## src/inc/sdh_pkg.sv

```systemverilog
// shared constants and types for the scsi dma halt and interrupt block
package sdh_pkg;
	// timing
	localparam int CLK_NS = 8;
	localparam int SETTLE_NS = 400;
	localparam int SETTLE_CYC = (SETTLE_NS + CLK_NS - 1) / CLK_NS;
	localparam int ARB_DLY_CYC = 300;
	// register byte offsets
	localparam logic [7:0] OFS_INIT_CMD = 8'h00;
	localparam logic [7:0] OFS_MODE2 = 8'h04;
	localparam logic [7:0] OFS_TPHASE = 8'h08;
	localparam logic [7:0] OFS_SEL_EN = 8'h0c;
	localparam logic [7:0] OFS_BUS_STAT = 8'h10;
	localparam logic [7:0] OFS_BUS_LINES = 8'h14;
	localparam logic [7:0] OFS_BUS_DATA = 8'h18;
	localparam logic [7:0] OFS_HIGHEST = 8'h1c;
	localparam logic [7:0] RST_BYTE = 8'h00;
	// field positions
	localparam int ICR_DBUS = 0;
	localparam int ICR_ENH = 6;
	localparam int MR2_DMA = 1;
	localparam int MR2_BUSY = 2;
	localparam int MR2_EOPI = 3;
	localparam int MR2_PINT = 4;
	localparam int MR2_PCHK = 5;
	localparam int MR2_BLK = 7;
	localparam int EMR_ARB = 0;
	localparam int EMR_HPPOL = 5;
	localparam int EMR_HPCHK = 6;
	localparam logic [1:0] EMR_IDX_ISR = 2'b11;
	localparam logic [1:0] EMR_IDX_CLR = 2'b01;
	localparam int HOST_PAR_BIT = 8;
	localparam logic [7:0] FLAG_MASKABLE = 8'hfe;
	// axi responses
	localparam logic [1:0] RESP_OKAY = 2'b00;
	localparam logic [1:0] RESP_SLVERR = 2'b10;
	typedef enum logic [2:0] {
		DMA_IDLE = 3'b000,
		DMA_WAIT = 3'b001,
		DMA_XFER = 3'b010,
		DMA_END = 3'b011,
		DMA_HALT = 3'b100
	} sdh_dma_st_t;
	typedef enum logic [1:0] {
		ARB_OFF = 2'b00,
		ARB_FREE = 2'b01,
		ARB_RUN = 2'b10,
		ARB_DONE = 2'b11
	} sdh_arb_st_t;
	// scsi lines, active high after the pad inversion
	typedef struct packed {
		logic rst;
		logic bsy;
		logic req;
		logic msg;
		logic cd;
		logic io;
		logic sel;
		logic atn;
		logic ack;
		logic data_bus_parity_line;
		logic [7:0] data;
	} sdh_scsi_t;
	// dma controller lines, active high
	typedef struct packed {
		logic end_of_process;
		logic dma_acknowledge;
		logic read_strobe;
		logic write_strobe;
		logic par;
		logic [7:0] data;
	} sdh_dma_t;
endpackage

```

## src/verilog/sdh_core.sv

```systemverilog
// scsi dma halt, ready control and interrupt logic behind an axi4-lite slave
//
// Chosen here: the placing of the registers and register access over AXI4-Lite.
`timescale 1ns/100ps
`default_nettype none
// Function
// - compatible block receive keeps ready inactive after end-of-process.
// - enhanced block mode returns ready active after the true end of dma.
// - phase mismatch in block mode leaves ready inactive.
// - compatible initiator holds ack after end-of-process; enhanced releases it itself.
// - dma request state readable in the bus and status register.
// - end-of-process flags end of dma or arms true end; dma bit untouched.
// - clearing the dma bit halts and resets all dma logic.
// - req with wrong phase during dma halts, stops data drive, interrupts.
// - enhanced dma mismatch sets its flag; mask suppresses flag and interrupt.
// - compatible read of highest address clears interrupt and parity status.
// - enhanced clear by writing index 01 then any other pattern.
// - enhanced events arriving in the same cycle as the clear are kept.
// - scsi parity errors set status; interrupt only when enabled.
// - enhanced host write parity check with selectable polarity.
// - end-of-process needs eop, acknowledge and a strobe together.
// - enhanced any phase mismatch on req sets flag unless masked.
// - busy inactive for settle delay interrupts; enhanced flag maskable.
// - selection detected on sel, no busy, and matching enabled id bit.
// - enhanced selection flag is maskable; host clears select enable first.
// - enhanced arbitration on bus free; flag always set, mask gates interrupt.
// - chip reset clears everything without interrupt or scsi reset.
// - enhanced mode follows the mode bit of the initiator command register.
// - enhanced index 11 steers next highest access to status or mask.
module sdh_core #(
	parameter int ARB_CYC = sdh_pkg::ARB_DLY_CYC
) (
	input wire logic core_clk_in,
	input wire logic reset_in,
	input wire logic [7:0] s_axi_awaddr_in,
	input wire logic s_axi_awvalid_in,
	output logic s_axi_awready_out,
	input wire logic [31:0] s_axi_wdata_in,
	input wire logic [3:0] s_axi_wstrb_in,
	input wire logic s_axi_wvalid_in,
	output logic s_axi_wready_out,
	output logic [1:0] s_axi_bresp_out,
	output logic s_axi_bvalid_out,
	input wire logic s_axi_bready_in,
	input wire logic [7:0] s_axi_araddr_in,
	input wire logic s_axi_arvalid_in,
	output logic s_axi_arready_out,
	output logic [31:0] s_axi_rdata_out,
	output logic [1:0] s_axi_rresp_out,
	output logic s_axi_rvalid_out,
	input wire logic s_axi_rready_in,
	input wire sdh_pkg::sdh_scsi_t scsi_bus_in,
	input wire sdh_pkg::sdh_dma_t dma_ctl_in,
	output logic dma_request_out,
	output logic dma_ready_out,
	output logic irq_out,
	output logic scsi_ack_out,
	output logic scsi_data_oe_out,
	output logic scsi_bsy_out,
	output logic scsi_sel_out
);
	import sdh_pkg::*;

	localparam logic [15:0] ARB_LAST = 16'(ARB_CYC - 1);
	localparam logic [7:0] SETTLE_LAST = 8'(SETTLE_CYC);

	// ==========================================================
	// helpers
	function automatic logic mapped(input logic [7:0] a);
		return (a[1:0] == 2'b00) && (a <= OFS_HIGHEST);
	endfunction

	function automatic logic eop_cond(input sdh_dma_t d);
		return d.end_of_process & d.dma_acknowledge & (d.read_strobe | d.write_strobe);
	endfunction

	// odd parity over data and parity line
	function automatic logic scsi_par_bad(input sdh_scsi_t s);
		return ~(^{s.data, s.data_bus_parity_line});
	endfunction

	// ==========================================================
	// declarations
	sdh_scsi_t s1_q, s2_q, s3_q;
	sdh_dma_t d1_q, d2_q, d3_q;
	logic [7:0] icr_q, mr2_q, tcr_q, ser_q, emr_q, imr_q, isr_q, isr_d;
	logic idx_armed_q, clr_armed_q, spar_q, busy_err_q, end_dma_flag_q, sel_prev_q;
	logic awready_q, wready_q, bvalid_q, arready_q, rvalid_q, irq_q;
	logic aw_hold_q, w_hold_q, aw_hold_d, w_hold_d, bvalid_d, rvalid_d;
	logic [7:0] aw_addr_q;
	logic [8:0] w_data_q;
	logic [1:0] bresp_q, rresp_q;
	logic [7:0] rdata_q, rd_byte;
	logic rd_ok;
	logic aw_take, w_take, ar_take, wr_go, wr_hi, rd_hi;
	logic enh, blk, dma_on, mism, req_rise, stb_rise, eop_rise, true_end;
	logic sel_cond, sel_ev, spar_ev, hpar_ev, busy_ev, arb_ev, clr_ev;
	logic [7:0] ev, imask;
	sdh_dma_st_t dma_st_q;
	logic drq_q, rdy_q, ack_q, oe_q, eop_seen_q;
	sdh_arb_st_t arb_st_q;
	logic arb_bsy_q, arb_sel_q;
	logic [15:0] arb_cnt_q;
	logic [7:0] idle_cnt_q, free_cnt_q;

	// ==========================================================
	// pin synchronisers; the second stage feeds logic, the third only edge detection
	always_ff @(posedge core_clk_in or posedge reset_in) begin
		if (reset_in) begin
			s1_q <= '0;
			s2_q <= '0;
			s3_q <= '0;
			d1_q <= '0;
			d2_q <= '0;
			d3_q <= '0;
		end else begin
			s1_q <= scsi_bus_in;
			s2_q <= s1_q;
			s3_q <= s2_q;
			d1_q <= dma_ctl_in;
			d2_q <= d1_q;
			d3_q <= d2_q;
		end
	end

	// ==========================================================
	// decoded conditions
	always_comb begin
		enh = icr_q[ICR_ENH];
		blk = mr2_q[MR2_BLK];
		dma_on = mr2_q[MR2_DMA];
		mism = tcr_q[2:0] != {s2_q.msg, s2_q.cd, s2_q.io};
		req_rise = s2_q.req & ~s3_q.req;
		stb_rise = (d2_q.dma_acknowledge & (d2_q.read_strobe | d2_q.write_strobe))
			& ~(d3_q.dma_acknowledge & (d3_q.read_strobe | d3_q.write_strobe));
		eop_rise = dma_on && eop_cond(d2_q) && !eop_cond(d3_q);
		true_end = enh && dma_st_q == DMA_XFER && !s2_q.req && eop_seen_q;
		sel_cond = s2_q.sel & ~s2_q.bsy & (|(ser_q & s2_q.data));
		sel_ev = sel_cond & ~sel_prev_q;
	end

	// ==========================================================
	// axi4-lite handshakes: one write and one read in flight
	always_comb begin
		aw_take = s_axi_awvalid_in & awready_q;
		w_take = s_axi_wvalid_in & wready_q;
		wr_go = aw_hold_q & w_hold_q & ~bvalid_q;
		aw_hold_d = (aw_hold_q | aw_take) & ~wr_go;
		w_hold_d = (w_hold_q | w_take) & ~wr_go;
		bvalid_d = wr_go | (bvalid_q & ~s_axi_bready_in);
		ar_take = s_axi_arvalid_in & arready_q;
		rvalid_d = ar_take | (rvalid_q & ~s_axi_rready_in);
		wr_hi = wr_go && aw_addr_q == OFS_HIGHEST;
		rd_hi = ar_take && s_axi_araddr_in == OFS_HIGHEST;
	end

	always_ff @(posedge core_clk_in or posedge reset_in) begin
		if (reset_in) begin
			aw_hold_q <= 1'b0;
			w_hold_q <= 1'b0;
			awready_q <= 1'b0;
			wready_q <= 1'b0;
			bvalid_q <= 1'b0;
			bresp_q <= RESP_OKAY;
			aw_addr_q <= RST_BYTE;
			w_data_q <= 9'h000;
		end else begin
			aw_hold_q <= aw_hold_d;
			w_hold_q <= w_hold_d;
			awready_q <= ~aw_hold_d & ~bvalid_d;
			wready_q <= ~w_hold_d & ~bvalid_d;
			bvalid_q <= bvalid_d;
			if (aw_take) begin
				aw_addr_q <= s_axi_awaddr_in;
			end
			if (w_take) begin
				w_data_q <= s_axi_wdata_in[8:0];
			end
			if (wr_go) begin
				bresp_q <= mapped(aw_addr_q) ? RESP_OKAY : RESP_SLVERR;
			end
		end
	end

	// read mux; reads of unmapped words answer slverr with zero data
	always_comb begin
		rd_byte = 8'h00;
		rd_ok = mapped(s_axi_araddr_in);
		case (s_axi_araddr_in)
			OFS_INIT_CMD: rd_byte = icr_q;
			OFS_MODE2: rd_byte = mr2_q;
			OFS_TPHASE: rd_byte = tcr_q;
			OFS_BUS_STAT: rd_byte = {end_dma_flag_q, drq_q, spar_q, irq_q, ~mism, busy_err_q,
				s2_q.atn, s2_q.ack};
			OFS_BUS_LINES: rd_byte = {s2_q.rst, s2_q.bsy, s2_q.req, s2_q.msg, s2_q.cd,
				s2_q.io, s2_q.sel, s2_q.data_bus_parity_line};
			OFS_BUS_DATA: rd_byte = s2_q.data;
			OFS_HIGHEST: rd_byte = !enh ? 8'h00 : (idx_armed_q ? isr_q : emr_q);
			default: rd_byte = 8'h00;
		endcase
	end

	always_ff @(posedge core_clk_in or posedge reset_in) begin
		if (reset_in) begin
			arready_q <= 1'b0;
			rvalid_q <= 1'b0;
			rdata_q <= RST_BYTE;
			rresp_q <= RESP_OKAY;
		end else begin
			arready_q <= ~rvalid_d;
			rvalid_q <= rvalid_d;
			if (ar_take) begin
				rdata_q <= rd_byte;
				rresp_q <= rd_ok ? RESP_OKAY : RESP_SLVERR;
			end
		end
	end

	// ==========================================================
	// software registers; a full wipe on reset, no interrupt follows
	always_ff @(posedge core_clk_in or posedge reset_in) begin
		if (reset_in) begin
			icr_q <= RST_BYTE;
			mr2_q <= RST_BYTE;
			tcr_q <= RST_BYTE;
			ser_q <= RST_BYTE;
			emr_q <= RST_BYTE;
			imr_q <= RST_BYTE;
			idx_armed_q <= 1'b0;
			clr_armed_q <= 1'b0;
		end else begin
			// dma bit only moves by software, never by end-of-process
			if (wr_go) begin
				case (aw_addr_q)
					OFS_INIT_CMD: icr_q <= w_data_q[7:0];
					OFS_MODE2: mr2_q <= w_data_q[7:0];
					OFS_TPHASE: tcr_q <= w_data_q[7:0];
					OFS_SEL_EN: ser_q <= w_data_q[7:0];
					default: ;
				endcase
			end
			if (wr_hi && enh && idx_armed_q) begin
				imr_q <= w_data_q[7:0];
				idx_armed_q <= 1'b0;
			end else if (wr_hi && enh) begin
				emr_q <= w_data_q[7:0];
				idx_armed_q <= w_data_q[2:1] == EMR_IDX_ISR;
				clr_armed_q <= w_data_q[2:1] == EMR_IDX_CLR;
			end else if (rd_hi && enh) begin
				idx_armed_q <= 1'b0;
			end
		end
	end

	// ==========================================================
	// event sources
	always_comb begin
		clr_ev = (rd_hi && !enh)
			|| (wr_hi && enh && !idx_armed_q && clr_armed_q
			&& w_data_q[2:1] != EMR_IDX_CLR);
		spar_ev = mr2_q[MR2_PCHK] && scsi_par_bad(s2_q) && (sel_ev
			|| (ar_take && s_axi_araddr_in == OFS_BUS_DATA)
			|| (dma_on && stb_rise && d2_q.read_strobe));
		hpar_ev = enh && emr_q[EMR_HPCHK]
			&& ((wr_go && ((^w_data_q) != emr_q[EMR_HPPOL]))
			|| (dma_on && stb_rise && d2_q.write_strobe
			&& ((^{d2_q.data, d2_q.par}) != emr_q[EMR_HPPOL])));
		busy_ev = mr2_q[MR2_BUSY] && idle_cnt_q == SETTLE_LAST - 8'h01;
		arb_ev = arb_st_q == ARB_RUN && (arb_cnt_q == ARB_LAST || s2_q.sel);
		ev[7] = spar_ev & mr2_q[MR2_PINT];
		ev[6] = hpar_ev;
		ev[5] = (enh ? true_end : eop_rise) & mr2_q[MR2_EOPI];
		ev[4] = dma_on && dma_st_q == DMA_WAIT && req_rise && mism;
		ev[3] = enh && req_rise && mism;
		ev[2] = busy_ev;
		ev[1] = sel_ev;
		ev[0] = enh && arb_ev;
		// arbitration flag is never suppressed, only its interrupt
		imask = enh ? imr_q : 8'h00;
		isr_d = (clr_ev ? 8'h00 : isr_q) | (ev & ~(imask & FLAG_MASKABLE));
	end

	// pending flags and interrupt line; a new event beats a clear
	always_ff @(posedge core_clk_in or posedge reset_in) begin
		if (reset_in) begin
			isr_q <= RST_BYTE;
			irq_q <= 1'b0;
			spar_q <= 1'b0;
			busy_err_q <= 1'b0;
			sel_prev_q <= 1'b0;
		end else begin
			isr_q <= isr_d;
			irq_q <= |(isr_q & ~imask);
			spar_q <= (spar_q & ~clr_ev) | spar_ev;
			busy_err_q <= (busy_err_q & ~clr_ev) | busy_ev;
			sel_prev_q <= sel_cond;
		end
	end

	// ==========================================================
	// settle counters for busy loss and bus free
	always_ff @(posedge core_clk_in or posedge reset_in) begin
		if (reset_in) begin
			idle_cnt_q <= 8'h00;
			free_cnt_q <= 8'h00;
		end else begin
			// saturate so busy loss fires once per idle stretch
			if (s2_q.bsy) begin
				idle_cnt_q <= 8'h00;
			end else if (idle_cnt_q != SETTLE_LAST) begin
				idle_cnt_q <= idle_cnt_q + 8'h01;
			end
			if (s2_q.bsy || s2_q.sel) begin
				free_cnt_q <= 8'h00;
			end else if (free_cnt_q != SETTLE_LAST) begin
				free_cnt_q <= free_cnt_q + 8'h01;
			end
		end
	end

	// ==========================================================
	// dma engine: request, ready, ack and halting
	always_ff @(posedge core_clk_in or posedge reset_in) begin
		if (reset_in) begin
			dma_st_q <= DMA_IDLE;
			drq_q <= 1'b0;
			rdy_q <= 1'b0;
			ack_q <= 1'b0;
			oe_q <= 1'b0;
			eop_seen_q <= 1'b0;
			end_dma_flag_q <= 1'b0;
		end else if (!dma_on) begin
			dma_st_q <= DMA_IDLE;
			drq_q <= 1'b0;
			rdy_q <= 1'b0;
			ack_q <= 1'b0;
			oe_q <= 1'b0;
			eop_seen_q <= 1'b0;
			end_dma_flag_q <= 1'b0;
		end else begin
			case (dma_st_q)
				DMA_IDLE: begin
					dma_st_q <= DMA_WAIT;
					drq_q <= blk;
					oe_q <= icr_q[ICR_DBUS];
				end
				DMA_WAIT: begin
					if (req_rise && mism) begin
						dma_st_q <= DMA_HALT;
						drq_q <= 1'b0;
						rdy_q <= 1'b0;
						oe_q <= 1'b0;
					end else if (stb_rise) begin
						drq_q <= 1'b0;
						rdy_q <= 1'b0;
						ack_q <= 1'b1;
						dma_st_q <= DMA_XFER;
					end else if (req_rise) begin
						// block mode requests once, then paces bytes with ready
						drq_q <= ~blk;
						rdy_q <= blk;
					end else if (blk && d2_q.dma_acknowledge) begin
						drq_q <= 1'b0;
					end
				end
				DMA_XFER: begin
					if (!s2_q.req && eop_seen_q) begin
						dma_st_q <= DMA_END;
						// compatible mode keeps ack and leaves ready low
						ack_q <= ~enh;
						rdy_q <= enh & blk;
					end else if (!s2_q.req) begin
						ack_q <= 1'b0;
						dma_st_q <= DMA_WAIT;
					end
				end
				DMA_END: dma_st_q <= DMA_END;
				DMA_HALT: dma_st_q <= DMA_HALT;
				default: dma_st_q <= DMA_IDLE;
			endcase
			if (eop_rise) begin
				eop_seen_q <= 1'b1;
			end
			if (enh ? true_end : eop_rise) begin
				end_dma_flag_q <= 1'b1;
			end
		end
	end

	// ==========================================================
	// automatic arbitration, enhanced mode only
	always_ff @(posedge core_clk_in or posedge reset_in) begin
		if (reset_in) begin
			arb_st_q <= ARB_OFF;
			arb_bsy_q <= 1'b0;
			arb_sel_q <= 1'b0;
			arb_cnt_q <= 16'h0000;
		end else begin
			case (arb_st_q)
				ARB_OFF: begin
					arb_bsy_q <= 1'b0;
					arb_sel_q <= 1'b0;
					if (enh && emr_q[EMR_ARB]) begin
						arb_st_q <= ARB_FREE;
					end
				end
				ARB_FREE: begin
					if (!emr_q[EMR_ARB]) begin
						arb_st_q <= ARB_OFF;
					end else if (free_cnt_q == SETTLE_LAST) begin
						arb_st_q <= ARB_RUN;
						arb_bsy_q <= 1'b1;
						arb_cnt_q <= 16'h0000;
					end
				end
				ARB_RUN: begin
					arb_cnt_q <= arb_cnt_q + 16'h0001;
					if (arb_ev) begin
						arb_st_q <= ARB_DONE;
						// won when no higher id shows on the data bus
						arb_sel_q <= !s2_q.sel && ((s2_q.data
							& ~8'((({1'b0, ser_q}) << 1) - 9'h001)) == 8'h00);
						arb_bsy_q <= !s2_q.sel && ((s2_q.data
							& ~8'((({1'b0, ser_q}) << 1) - 9'h001)) == 8'h00);
					end
				end
				ARB_DONE: begin
					if (!emr_q[EMR_ARB]) begin
						arb_st_q <= ARB_OFF;
					end
				end
				default: arb_st_q <= ARB_OFF;
			endcase
		end
	end

	// ==========================================================
	// outputs straight from flops
	assign s_axi_awready_out = awready_q;
	assign s_axi_wready_out = wready_q;
	assign s_axi_bvalid_out = bvalid_q;
	assign s_axi_bresp_out = bresp_q;
	assign s_axi_arready_out = arready_q;
	assign s_axi_rvalid_out = rvalid_q;
	assign s_axi_rresp_out = rresp_q;
	assign s_axi_rdata_out = {24'h000000, rdata_q};
	assign dma_request_out = drq_q;
	assign dma_ready_out = rdy_q;
	assign irq_out = irq_q;
	assign scsi_ack_out = ack_q;
	assign scsi_data_oe_out = oe_q;
	assign scsi_bsy_out = arb_bsy_q;
	assign scsi_sel_out = arb_sel_q;
endmodule
`default_nettype wire
```

## config.mk

```make
export PLATFORM = sky130hd
export DESIGN_NAME = sdh_core
export DESIGN_NICKNAME = d
export VERILOG_FILES = /design/src/inc/sdh_pkg.sv /design/src/verilog/sdh_core.sv
export SDC_FILE = /design/constraint.sdc
export NUM_CORES = 1
export LEC_CHECK = 0
export BUFFER_PORTS_ARGS = -buffer_cell sky130_fd_sc_hd__buf_4
export CORE_UTILIZATION = 54
export CTS_BUF_LIST = sky130_fd_sc_hd__clkbuf_8
export DETAILED_ROUTE_END_ITERATION = 8
export PLACE_DENSITY = 0.79
export SETUP_SLACK_MARGIN = 0.15
export SLEW_MARGIN = 10
export SYNTH_ARGS = -nofsm -noshare
export SYNTH_HDL_FRONTEND = slang
export SYNTH_SLANG_ARGS = --single-unit
```

## constraint.sdc

```tcl
create_clock -name core_clk_in -period 5.95 [get_ports core_clk_in]
set_input_delay 0.595 -clock core_clk_in [delete_from_list [all_inputs] [get_ports core_clk_in]]
set_output_delay 0.595 -clock core_clk_in [all_outputs]
set_load 0.01 [all_outputs]
```

* Word-level counts from Yosys, hierarchy flattened
Cells that the tools add are included.
Widths: inputs -> output; s select.
** Word-level totals
- Bits in registers :: 210
- Bits of input ports :: 90
- Output and inout bits :: 48
- Word-level logic and storage cells :: 332
** Operators by class
- Add/sub/neg operators :: 4
- Order comparisons :: 2
- Eq/ne operators :: 46
- Muxes and demuxes :: 60
- Bitwise gates (word level) :: 61
- Reduce and logical (&&, ||, !) cells :: 82
** Operators by type and width (number)
- $mux 8 :: 8
- $pmux 8 s7 :: 1
- $eq 8x5->1 const B :: 5
- $logic_and 1x1->1 :: 39
- $and 8x8->8 :: 4
- $mux 16 :: 2
- $pmux 16 s2 :: 1
- $mux 1 :: 28
- $and 1x1->1 :: 27
- $reduce_xor 9->1 :: 3
- $eq 8x4->1 const B :: 3
- $logic_not 8->1 :: 3
- $not 8->8 :: 3
- $not 1->1 :: 18
- $reduce_and 2->1 :: 9
- $add 16x1->16 const B :: 1
- $add 8x1->8 const B :: 2
- $eq 16x9->1 const B :: 1
- $eq 8x3->1 const B :: 2
- $eq 8x6->1 const B :: 2
- $le 8x5->1 const B :: 2
- $ne 8x6->1 const B :: 2
- $reduce_or 8->1 :: 2
- $mux 3 :: 5
- 31 further kinds :: 82

* Longest topological paths before layout
Gate-level depths: netlist of run 1.
- Word-level depth :: 11
- Gate-level depth with buffers :: 9
- Depth with buffers taken out :: 7

* Least setup slack after synthesis of run 1
No wires, ideal clock.
- Path kind :: input-to-reg
- Start point :: input port s_axi_araddr_in[7]
- End point :: register isr_q[6]
- Setup time :: 124 ps
- Arrival :: 1942 ps
- Data required time :: 5826 ps
- Setup slack :: 3884 ps
- Stages :: 5
- Path buffers :: 0
- Path through :: nor3_2 -> nand2_1 -> nor4b_1 -> a31oi_1 -> a211o_1
** Between the ends
- Longest elaborated chain between the ends :: 6
** RTL lines
- from (decl) :: line sdh_core.sv:45 : input wire logic [7:0] s_axi_araddr_in,
- $eq 8x5->1 :: line sdh_core.sv:154 : rd_hi = ar_take && s_axi_araddr_in == OFS_HIGHEST;
- $logic_and 1x1->1 :: line sdh_core.sv:154
- $logic_and 1x1->1 :: line sdh_core.sv:258 : clr_ev = (rd_hi && !enh)
- $logic_or 1x1->1 :: line sdh_core.sv:259 : || (wr_hi && enh && !idx_armed_q && clr_armed_q
- $mux 8 :: line sdh_core.sv:280 : isr_d = (clr_ev ? 8'h00 : isr_q) | (ev & ~(imask & FLAG_MASKABLE));
- $or 8x8->8 :: line sdh_core.sv:280
- net isr_d[6] :: line sdh_core.sv:86 : logic [7:0] icr_q, mr2_q, tcr_q, ser_q, emr_q, imr_q, isr_q, isr_d;
- to (signal assigned) :: line sdh_core.sv:292 : isr_q <= isr_d;
- to (decl) :: line sdh_core.sv:86
The timed path passes the listed nets, and every way through them passes these cells.
A chain may end at the register's enable or synchronous reset.

* Final worst setup path of run 1
- Start point :: register icr_q[6]
- End point :: register isr_q[6]
** Between the ends
- Longest elaborated chain between the ends :: 7
- Elaborated cells on any way between the ends :: 14
- Those cells by class :: mux (2); bitwise (3); reduce/logical (9)
** RTL lines
- from (decl) :: line sdh_core.sv:86
- from (signal assigned) :: line sdh_core.sv:235 : OFS_INIT_CMD: icr_q <= w_data_q[7:0];
- $logic_and 1x1->1 (3 in series) :: line sdh_core.sv:259
- $logic_and 1x1->1 :: line sdh_core.sv:260 : && w_data_q[2:1] != EMR_IDX_CLR);
- $logic_or 1x1->1 :: line sdh_core.sv:259
- $mux 8 :: line sdh_core.sv:280
- $or 8x8->8 (*) :: line sdh_core.sv:280
- net isr_d[6] :: line sdh_core.sv:86
The timed path passes the listed nets; every way through them passes the cells marked *.

==> results of run 1 <==
[path summary, 6_finish.rpt]
path                            slack [ns]  cells past startpoint            end           from
worst max-delay path                  3.20                      4       isr_q[6]       icr_q[6]
worst min-delay path                  0.15                      1        d1_q[9]  dma_ctl_in[9]
worst max register to register        3.20                      4       isr_q[6]       icr_q[6]
worst min register to register        0.34                      0       s2_q[13]       s1_q[13]
max in group asynchronous             4.81                      3       ser_q[6]       reset_in
min in group asynchronous             0.36                      3  free_cnt_q[6]       reset_in
[report_power, final]
group	internal (mW)	leakage [nW]	total [mW]	switching, mW
combinational	0.329	1.95	0.611	0.282
clock	0.710	0.421	1.31	0.595
sequential	1.58	2.67	1.83	0.249
[synth_stat cells, drive strengths merged, types with 7 or more instances]
| cell | n | area (um^2) |
|---|---|---|
| nor2b | 9 | 56.30 |
| clkbuf | 26 | 97.59 |
| nor4 | 15 | 130.1 |
| nand2 | 82 | 307.8 |
| nor2 | 42 | 157.7 |
| nand4 | 10 | 62.56 |
| buf | 32 | 221.5 |
| mux2i | 21 | 210.2 |
| xor2 | 9 | 78.83 |
| dfrtp | 208 | 5205 |
| o21ai | 29 | 145.1 |
| mux2 | 64 | 720.7 |
| a21oi | 19 | 95.09 |
| nand3 | 17 | 85.08 |
| and3 | 8 | 50.05 |
| nor3 | 18 | 95.09 |
| inv | 25 | 93.84 |
| o2bb2ai | 10 | 87.58 |
| nand2b | 7 | 43.79 |
| xnor2 | 39 | 341.6 |
| a22oi | 8 | 60.06 |
| ha | 12 | 150.1 |
[metrics by stage]
stage	power [mW]	area [um^2]	hold WS (ns)	cells	setup slack (ns)
floorplan	2.224	9537	0.3312	841	2.655
global placement	2.415	10150	0.3314	1089	3.274
detailed placement	2.443	10150	0.3347	1089	3.272
CTS	3.768	10880	0.1261	1153	3.262
global route	3.911	10880	0.1290	1153	3.042
finish	3.741	10880	0.1540	1153	3.203
[registers in the layout, indices dropped and copies added, names as in the netlist, 3 cells and up, named ones only]
| register | count |
|---|---|
| dma_st_q | 3 |
| free_cnt_q | 8 |
| d3_q | 4 |
| emr_q | 8 |
| rdata_q | 8 |
| w_data_q | 9 |
| s1_q | 18 |
| d1_q | 13 |
| icr_q | 8 |
| mr2_q | 8 |
| tcr_q | 8 |
| isr_q | 8 |
| aw_addr_q | 8 |
| s2_q | 18 |
| d2_q | 13 |
| imr_q | 8 |
| arb_cnt_q | 16 |
| idle_cnt_q | 8 |
| ser_q | 8 |
[critical path: stages (launching register included)]
cell and delay, ns:
dfrtp_1 0.79, nand4_1 0.33, nor4_4 0.57, a31oi_1 0.51, a211o_1 0.42
[logic make-up after synthesis]
logic type / Yosys count
AND/OR/NAND/NOR: 250
XOR/XNOR: 51
buffers and inverters: 84
multiplexers: 87
other: 1
adder cells (fa/ha/maj): 12
flip-flops: 208
AO/OA/AOI/OAI: 123
[cell type report]
type                    count  area, um^2  area share [%]
flip-flops and latches    208        5205           47.83
multi-input cells         549        3911           35.94
repair buffers             86       658.1           6.048
clock buffers              43       591.8           5.439
well taps                 220       275.3           2.530
clock inverters            21       138.9           1.276
inverters                  26       101.3          0.9314
[layer usage]
metal,vias to the layer above,part of all wire [%]
li1,3030,-
met1,3230,42
met2,206,50
met3,40,6.0
met4,0,2.6
met5,-,0
==> qor.txt, run 1 <==
GR Layer Usage met2: 38.95%
P_leak: 5.040 nW
Sum Neg Setup Slack: 0 ns
mux cell area share after synthesis: 10.34%
core area: 0.01682 mm^2
worst vdd ir: 0.0003848 V
Seq/Total Area, Yosys: 55.14%
most common cell after layout, fill and taps aside: dfrtp_1
vias in the first global route: 6476
compound-gate portion of the synthesized area: 9.173%
clock buffer depth: 3
Synth cell types: 73
shortest period the worst path allows: 2.747 ns
# Post-CTS Setup Buffers: 0
via/cell ratio: 5.643
PD cells: 343.8 mW/mm^2
RSZ-0062 raised after global routing: no
Layout Utilization: 64.70%
status: finished clean
Post-DP HPWL: 13670 um
Startpoint Class: flop
grt ovf: 0
GR Util met3: 4.649%
Yosys Warn Count: 0
CTS resizes: 0
Mapped Area: 0.009439 mm^2
DRT Wirelength: 20350 um
n_diodes: 0
remaining antenna violation count: 0
DRT iter0 DRCs: 460
CTS clk-pin slew, worst paths: 0.06 ns
global-route wire length before repair: 33380 um
TritonCTS clock tree: done
Fillers: 1321
Max Fclk: 364.0 MHz
syn avg cell area: 11.57 um^2
TritonCTS Buffers: 37
largest net degree at the start of global routing: 209
GPL Wtd Cong: 0.8799
Primary FF master, synth: dfrtp_1
Crit. End Element: flop
setup violators final: 0
worst relative slew slack: 27.04%
num ports: 138
# DRC: 0
Global Route Usage Sum: 23.74%
total clock sinks: 208
routed vias: 6506
Synth Area in XOR/XNOR: 5.170%
most used routing layer: met2
Site Rows: 47
commonest non-fill, non-tap cells in the layout: dfrtp_1 (208), buf_4 (85), nand2_1 (82)
Worst Tran Pin Value: 1.089 ns
Clock Skew: 0.01854 ns
Synth-to-Final Area Change: 15.28%
Wirelength per Cell: 17.65 um
hold buffer count at CTS: 0
#FFs+latches synth: 208
critical path data arrival time: 3.18 ns
crit-path max FO: 20
max_cap viols: 0
Post-Synth Adder-Cell Area: 1.591%
final worst path period share: 46.17%
drt first pass iters: 5
HP Class: in -> reg
Initial Utilization: 56.12%
final-report hold violation count: 0
H-tree Lvls: 2
Clock Root Buffer: clkbuf_8
Worst EP required: 6.38 ns
ys async rst share: 100.0%
Max Slew Vio Count: 0
Post-synth EDFFs: 0
Mapped Cells: 816
met1 Use GR: 31.15%
Simple-Gate Fraction of Synth Area: 14.13%
Setup Crit Path Kind: reg -> reg
main combinational cell family by area after synthesis: simple AND/OR/NAND/NOR gates
nets@finish: 1010
DIE AREA: 0.01801 mm^2
worst-skew pair later-pin latency: 0.54 ns
share of cells above drive strength 1: 23.47%
antenna violations before repair: 0
port bufs: 84
Die X: 134.2 um
Die H: 134.2 um
(Power assumes the default switching activity.)
==> run 2, diff against run 1 <==
--- a/config.mk
+++ b/config.mk
@@ -6,10 +6,10 @@
 export NUM_CORES = 1
 export LEC_CHECK = 0
 export BUFFER_PORTS_ARGS = -buffer_cell sky130_fd_sc_hd__buf_4
-export CORE_UTILIZATION = 54
+export CORE_UTILIZATION = 59
 export CTS_BUF_LIST = sky130_fd_sc_hd__clkbuf_8
 export DETAILED_ROUTE_END_ITERATION = 8
-export PLACE_DENSITY = 0.79
+export PLACE_DENSITY = 0.82
 export SETUP_SLACK_MARGIN = 0.15
 export SLEW_MARGIN = 10
 export SYNTH_ARGS = -nofsm -noshare
==> constraint.sdc (replaced) <==
create_clock -name core_clk_in -period 2.6 [get_ports core_clk_in]
set_input_delay 0.26 -clock core_clk_in [delete_from_list [all_inputs] [get_ports core_clk_in]]
set_output_delay 0.26 -clock core_clk_in [all_outputs]
set_load 0.01 [all_outputs]
==> qor.txt, run 2 (synthesis gave the netlist of run 1 again) <==
TritonCTS clock tree: done
FF-to-FF setup slack: 0.29 ns (-2.91 ns)
area of the multi-input gates: 0.003918 mm^2 (+0.16%)
Sum Neg Setup Slack: 0 ns (unchanged)
Post-Layout Cell Count: 1208 (+4.8%)
worst flop-to-flop path startpoint: aw_addr_q[0]
Met3 Wirelength: 1583 um (+30%)
Die X: 128.5 um (-4.3%)
HP Class: in -> reg
nets@finish: 1076 (+6.5%)
port bufs: 84 (unchanged)
Setup Crit Path Kind: reg -> reg
Worst EP required: 3.01 ns (-3.37 ns)
remaining antenna violation count: 0 (unchanged)
vias in the first global route: 7412 (+14%)
Design Area, Final: 0.01153 mm^2 (+5.9%)
largest registers: s1_q: 18 flops, s2_q: 18 flops, arb_cnt_q: 16 flops
Worst Tran Pin Value: 1.212 ns (+0.1226 ns)
Max Slew Vio Count: 0 (unchanged)
Max Fclk: 433.2 MHz (+19%)
CP cell instances: or4_4, nor4_4, nor3b_4, mux2_2
Wirelength per Cell: 19.74 um (+12%)
Initial Utilization: 61.18% (+5.1 points)
grt ovf: 0 (unchanged)
WL met2: 12100 um (+19%)
shortest period the worst path allows: 2.308 ns (-0.4386 ns)
GPL Wtd Cong: 0.9212 (+4.7%)
worst relative slew slack: 18.83% (-8.2 points)
Clock Skew: 0.03376 ns (+0.01522 ns)
CP max-delay cell: or4_4
final worst path period share: 88.79% (+43 points)
worst-skew pair later-pin latency: 0.54 ns (about the same)
Crit. End Element: flop
top routing layer in use: met4
Fillers: 991 (-25%)
global-route wire length before repair: 38770 um (+16%)
area post-placement: 0.01026 mm^2 (+1.0%)
CTS clk-pin slew, worst paths: 0.06 ns (about the same)
# Post-CTS Setup Buffers: 0 (unchanged)
DRT Wirelength: 23850 um (+17%)
Metal-1 WL: 9152 um (+8.2%)
worst vdd ir: 0.0008135 V (+110%)
total clock sinks: 208 (unchanged)
status: finished clean
core area: 0.01543 mm^2 (-8.3%)
cell depth of the worst flop-to-flop path: 4 (unchanged)
TritonCTS Buffers: 35 (-5.4%)
RSZ-0062 raised after global routing: no
via/cell ratio: 5.834 (+3.4%)
Global Route Usage Sum: 30.78% (+7.0 points)
Die H: 128.5 um (-4.3%)
depth of the worst hold-timing path: 5 (+4)
drt first pass iters: 5 (unchanged)
hold path endpoint: s_axi_rresp_out[1]
largest net degree at the start of global routing: 89 (-57%)
Cells after DPL: 1094 (+0.46%)
n_diodes: 0 (unchanged)
H-tree Lvls: 2 (unchanged)
crit-path max FO: 9 (-55%)
Worst R2R End: icr_q[4]
slack of the critical path: 0.2916 ns (-2.911 ns)
routed vias: 7047 (+8.3%)
antenna violations before repair: 0 (unchanged)
num ports: 138 (unchanged)
most common cell after layout, fill and taps aside: dfrtp_1
commonest non-fill, non-tap cells in the layout: dfrtp_1 (208), buf_4 (98), nand2_1 (82)
Fin Hold WS: 0.3043 ns (+0.1503 ns)
Reg area: 0.005205 mm^2 (unchanged)
DIE AREA: 0.01651 mm^2 (-8.3%)
Clock Root Buffer: clkbuf_8
final-report hold violation count: 0 (unchanged)
share of cells above drive strength 1: 23.37% (-0.10 points)
# DRC: 0 (unchanged)
Synth-to-Final Area Change: 22.12%
PD cells: 759.8 mW/mm^2 (+120%)
Largest stage delay, worst path: 0.59 ns (-0.20 ns)
clock buffer depth: 3 (unchanged)
DRT iter0 DRCs: 664 (+44%)
critical path data arrival time: 2.72 ns (-0.46 ns)
P_leak: 5.311 nW (+5.4%)
Hold Crit Start: s_axi_araddr_in[5]
Startpoint Class: flop
Site Rows: 45 (-4.3%)
Post-DP HPWL: 14770 um (+8.1%)
setup violators final: 0 (unchanged)
DP Worst Slack: 0.2718 ns (-3.001 ns)
max_cap viols: 0 (unchanged)
-- run 2: changes by cell type in the layout (fill, tap and decap cells not counted) --
cell,delta
clkbuf_8,+4
clkinv_2,-5
buf_4,+13
clkinvlp_4,+2
nor4_2,+1
bufinv_16,-1
inv_8,-1
dlygate4sd3_1,+54
buf_12,+1
inv_1,-3
nor4_1,-1
-- run 2: worst max-delay path by stage --
stage / start / end / slack, ns
after floorplan: reset_in / async pin / -0.36
after global routing: aw_addr_q[0] / icr_q[4] / 0.22
final: aw_addr_q[0] / icr_q[4] / 0.29
after global placement: aw_addr_q[0] / imr_q[3] / 0.34
after CTS: aw_addr_q[0] / imr_q[7] / 0.23
after detailed placement: aw_addr_q[0] / imr_q[5] / 0.27
-- run 2: critical path, delay by kind of cell, from the launching register on --
family / cells / cell delay (ns)
flip-flops: 1 / 0.44
AND/OR/NAND/NOR: 3 / 1.35
multiplexers: 1 / 0.40
-- run 2: layout make-up --
class / instances / share of cell area [%]
clock buffer: 47 / 5.612
clock inverter: 13 / 0.6621
inverter: 26 / 0.8792
multi-input combinational: 549 / 33.98
sequential: 208 / 45.15
tap: 211 / 2.290
timing repair buffer: 154 / 11.42
-- run 2: stage by stage --
step / util [%] / total power, mW
floorplan: - / 5.090
global placement: 66.49 / 5.577
detailed placement: 66.49 / 5.665
CTS: 74.68 / 8.664
global route: 74.72 / 9.112
finish: 74.72 / 8.758
-- run 2: power breakdown --
| part | switching, mW | internal [mW] |
|---|---|---|
| registers | 0.540 | 3.61 |
| clock network | 1.33 | 1.62 |
| logic | 0.811 | 0.850 |
| total | 2.68 | 6.08 |
-- run 2: timing repair --
action / CTS / global route
gates resized for setup: 0 / 1
endpoints found under the hold margin: 73 / 0
hold buffers: 54 / 0
endpoints found under the setup margin: 0 / 8
-- run 2: per-layer routing --
| metal | GRT usage, % | vias up |
|---|---|---|
| li1 | - | 3165 |
| met1 | 37.82 | 3463 |
| met2 | 52.72 | 324 |
| met3 | 6.237 | 95 |
| met4 | 13.91 | 0 |
| met5 | 0 | - |
==> run 3, diff against run 2 <==
--- a/config.mk
+++ b/config.mk
@@ -6,10 +6,10 @@
 export NUM_CORES = 1
 export LEC_CHECK = 0
 export BUFFER_PORTS_ARGS = -buffer_cell sky130_fd_sc_hd__buf_4
-export CORE_UTILIZATION = 59
+export CORE_UTILIZATION = 64
 export CTS_BUF_LIST = sky130_fd_sc_hd__clkbuf_8
 export DETAILED_ROUTE_END_ITERATION = 8
-export PLACE_DENSITY = 0.82
+export PLACE_DENSITY = 0.88
 export SETUP_SLACK_MARGIN = 0.15
 export SLEW_MARGIN = 10
 export SYNTH_ARGS = -nofsm -noshare
==> constraint.sdc (replaced) <==
create_clock -name core_clk_in -period 2.7 [get_ports core_clk_in]
set_input_delay 0.27 -clock core_clk_in [delete_from_list [all_inputs] [get_ports core_clk_in]]
set_output_delay 0.27 -clock core_clk_in [all_outputs]
set_load 0.01 [all_outputs]
==> qor.txt, run 3 (synthesis gave the netlist of run 1 again) <==
Post-DP HPWL: 14320 um (-3.0%)
Worst Tran Pin Value: 1.158 ns (-0.05365 ns)
share of cells above drive strength 1: 23.01% (-0.36 points)
grt ovf: 0 (unchanged)
CP max-delay cell: dfrtp_1
CTS clk-pin slew, worst paths: 0.06 ns (about the same)
via/cell ratio: 6.261 (+7.3%)
status: finished clean
setup violators final: 0 (unchanged)
P_sw: 2.717 mW (+1.5%)
Largest stage delay, worst path: 0.44 ns (-0.15 ns)
vias in the first global route: 7586 (+2.3%)
GPL Wtd Cong: 0.8850 (-3.9%)
depth of the worst hold-timing path: 3 (-2)
RSZ-0062 raised after global routing: no
# Post-CTS Setup Buffers: 0 (unchanged)
Wirelength per Cell: 22.07 um (+12%)
HP Class: in -> reg
Initial Utilization: 65.19% (+4.0 points)
Crit path top cell by count: a221o_1
nets@finish: 1071 (-0.46%)
final worst path period share: 88.03% (-0.75 points)
area post-placement: 0.01019 mm^2 (-0.67%)
Startpoint Class: flop
Logic pwr share: 19.5% (+0.5 points)
routed vias: 7363 (+4.5%)
Max Slew Vio Count: 0 (unchanged)
port bufs: 84 (unchanged)
FF-to-FF setup slack: 0.32 ns (+0.03 ns)
CP cell instances: inv_1, ha_1, nor2b_1, o2111ai_1, a221o_1, a221o_1, o31ai_1
remaining antenna violation count: 0 (unchanged)
largest registers: s1_q: 18 flops, s2_q: 18 flops, arb_cnt_q: 16 flops
Die H: 123.4 um (-3.9%)
Crit. End Element: flop
worst-skew pair later-pin latency: 0.55 ns (about the same)
Fillers: 757 (-24%)
shortest period the worst path allows: 2.377 ns (+0.06844 ns)
num ports: 138 (unchanged)
core area: 0.01448 mm^2 (-6.1%)
Design Area, Final: 0.01143 mm^2 (-0.84%)
worst relative slew slack: 22.42% (+3.6 points)
Setup Crit Path Kind: reg -> reg
drt first pass iters: 6 (+1)
sw frac: 31.73% (+1.2 points)
Max Fclk: 420.7 MHz (-2.9%)
hold path endpoint: s_axi_awready_out
antenna violations before repair: 1 (+1)
Site Rows: 44 (-2.2%)
global-route wire length before repair: 40060 um (+3.3%)
# DRC: 0 (unchanged)
Clock Skew: 0.04094 ns (+0.007188 ns)
slack of the critical path: 0.3231 ns (+0.03156 ns)
Worst R2R End: scsi_sel_out
max_cap viols: 0 (unchanged)
Die X: 123.4 um (-3.9%)
Global Route Usage Sum: 35.80% (+5.0 points)
largest net degree at the start of global routing: 149 (+67%)
Reg area: 0.005205 mm^2 (unchanged)
H-tree Lvls: 2 (unchanged)
clock buffer depth: 3 (unchanged)
commonest non-fill, non-tap cells in the layout: dfrtp_1 (208), buf_4 (96), nand2_1 (82)
worst flop-to-flop path startpoint: arb_st_q[0]
Synth-to-Final Area Change: 21.10%
power share of the clock group: 33.5% (-0.2 points)
critical path data arrival time: 2.82 ns (+0.10 ns)
TritonCTS Buffers: 35 (unchanged)
crit-path max FO: 9 (unchanged)
Clock Root Buffer: clkbuf_8
Hold Crit Start: s_axi_bready_in
most common cell after layout, fill and taps aside: dfrtp_1
DRT iter0 DRCs: 889 (+34%)
worst vdd ir: 0.0007822 V (-3.8%)
TritonCTS clock tree: done
internal power: 5.846 mW (-3.9%)
cell depth of the worst flop-to-flop path: 7 (+3)
PD cells: 749.1 mW/mm^2 (-1.4%)
total clock sinks: 208 (unchanged)
DRT Wirelength: 25960 um (+8.8%)
area of the multi-input gates: 0.003916 mm^2 (about the same)
P_leak: 5.289 nW (-0.43%)
final-report hold violation count: 0 (unchanged)
Worst EP required: 3.14 ns (+0.13 ns)
Flop pwr share: 47.0% (-0.4 points)
DIE AREA: 0.01524 mm^2 (-7.7%)
DP Worst Slack: 0.4101 ns (+0.1383 ns)
[run 3: critical path: cells and delay by family, from the launching register on]
family / cells / cell delay, ns
DFF: 1 / 0.44
buffers and inverters: 1 / 0.11
adders and majority gates: 1 / 0.34
and+or+nand+nor: 1 / 0.31
AOI/OAI and AO/OA: 4 / 1.09
[run 3: through the flow]
stage	TNS, ns	instances	hold WS (ns)	power (mW)	util [%]
floorplan	-56.21	841	0.3014	4.901	-
global placement	0	1064	0.2409	5.357	70.37
detailed placement	0	1064	0.2429	5.438	70.37
CTS	0	1175	0.007179	8.335	78.90
global route	0	1176	0.03463	8.826	78.95
finish	0	1176	0.01397	8.563	78.95
[run 3: per-layer routing]
metal / part of all wire (%) / wire, um / global-route usage (%)
met1: 35 / 9154 / 41.71
met2: 50 / 12860 / 59.60
met3: 8.2 / 2132 / 8.026
met4: 7.0 / 1810 / 23.49
met5: 0 / 0 / 0
[run 3: area by class of cell]
type	count	share of cell area (%)
flip-flops and latches	208	45.53
clock buffers	47	5.659
repair buffers	149	11.03
well taps	184	2.014
multi-input cells	549	34.26
diodes	1	0.02189
clock inverters	12	0.5911
inverters	26	0.8866
[run 3: power by group through the flow]
stage          Combinational (mW)  Sequential, mW  Clock, mW
5_1_grt                      1.77            4.04       3.02
3_5_place_dp                 1.45            3.99          0
4_1_cts                      1.53            3.94       2.86
6_report                     1.67            4.02       2.87
2_1_floorplan                1.15            3.75          0
3_3_place_gp                 1.40            3.96          0
[run 3: worst max-delay path by stage]
stage,startpoint,end,slack (ns)
3_3_place_gp,arb_st_q[0],scsi_sel_out,0.48
2_1_floorplan,reset_in,async pin,-0.27
6_report,arb_st_q[0],scsi_sel_out,0.32
4_1_cts,arb_st_q[0],scsi_sel_out,0.40
5_1_grt,arb_st_q[0],scsi_sel_out,0.16
3_5_place_dp,arb_st_q[0],scsi_sel_out,0.41
[run 3: timing repair]
item,in CTS,in global routing
setup endpoints to repair,0,1
hold buffers,52,0
endpoints found under the hold margin,62,0
gates resized for setup,0,1
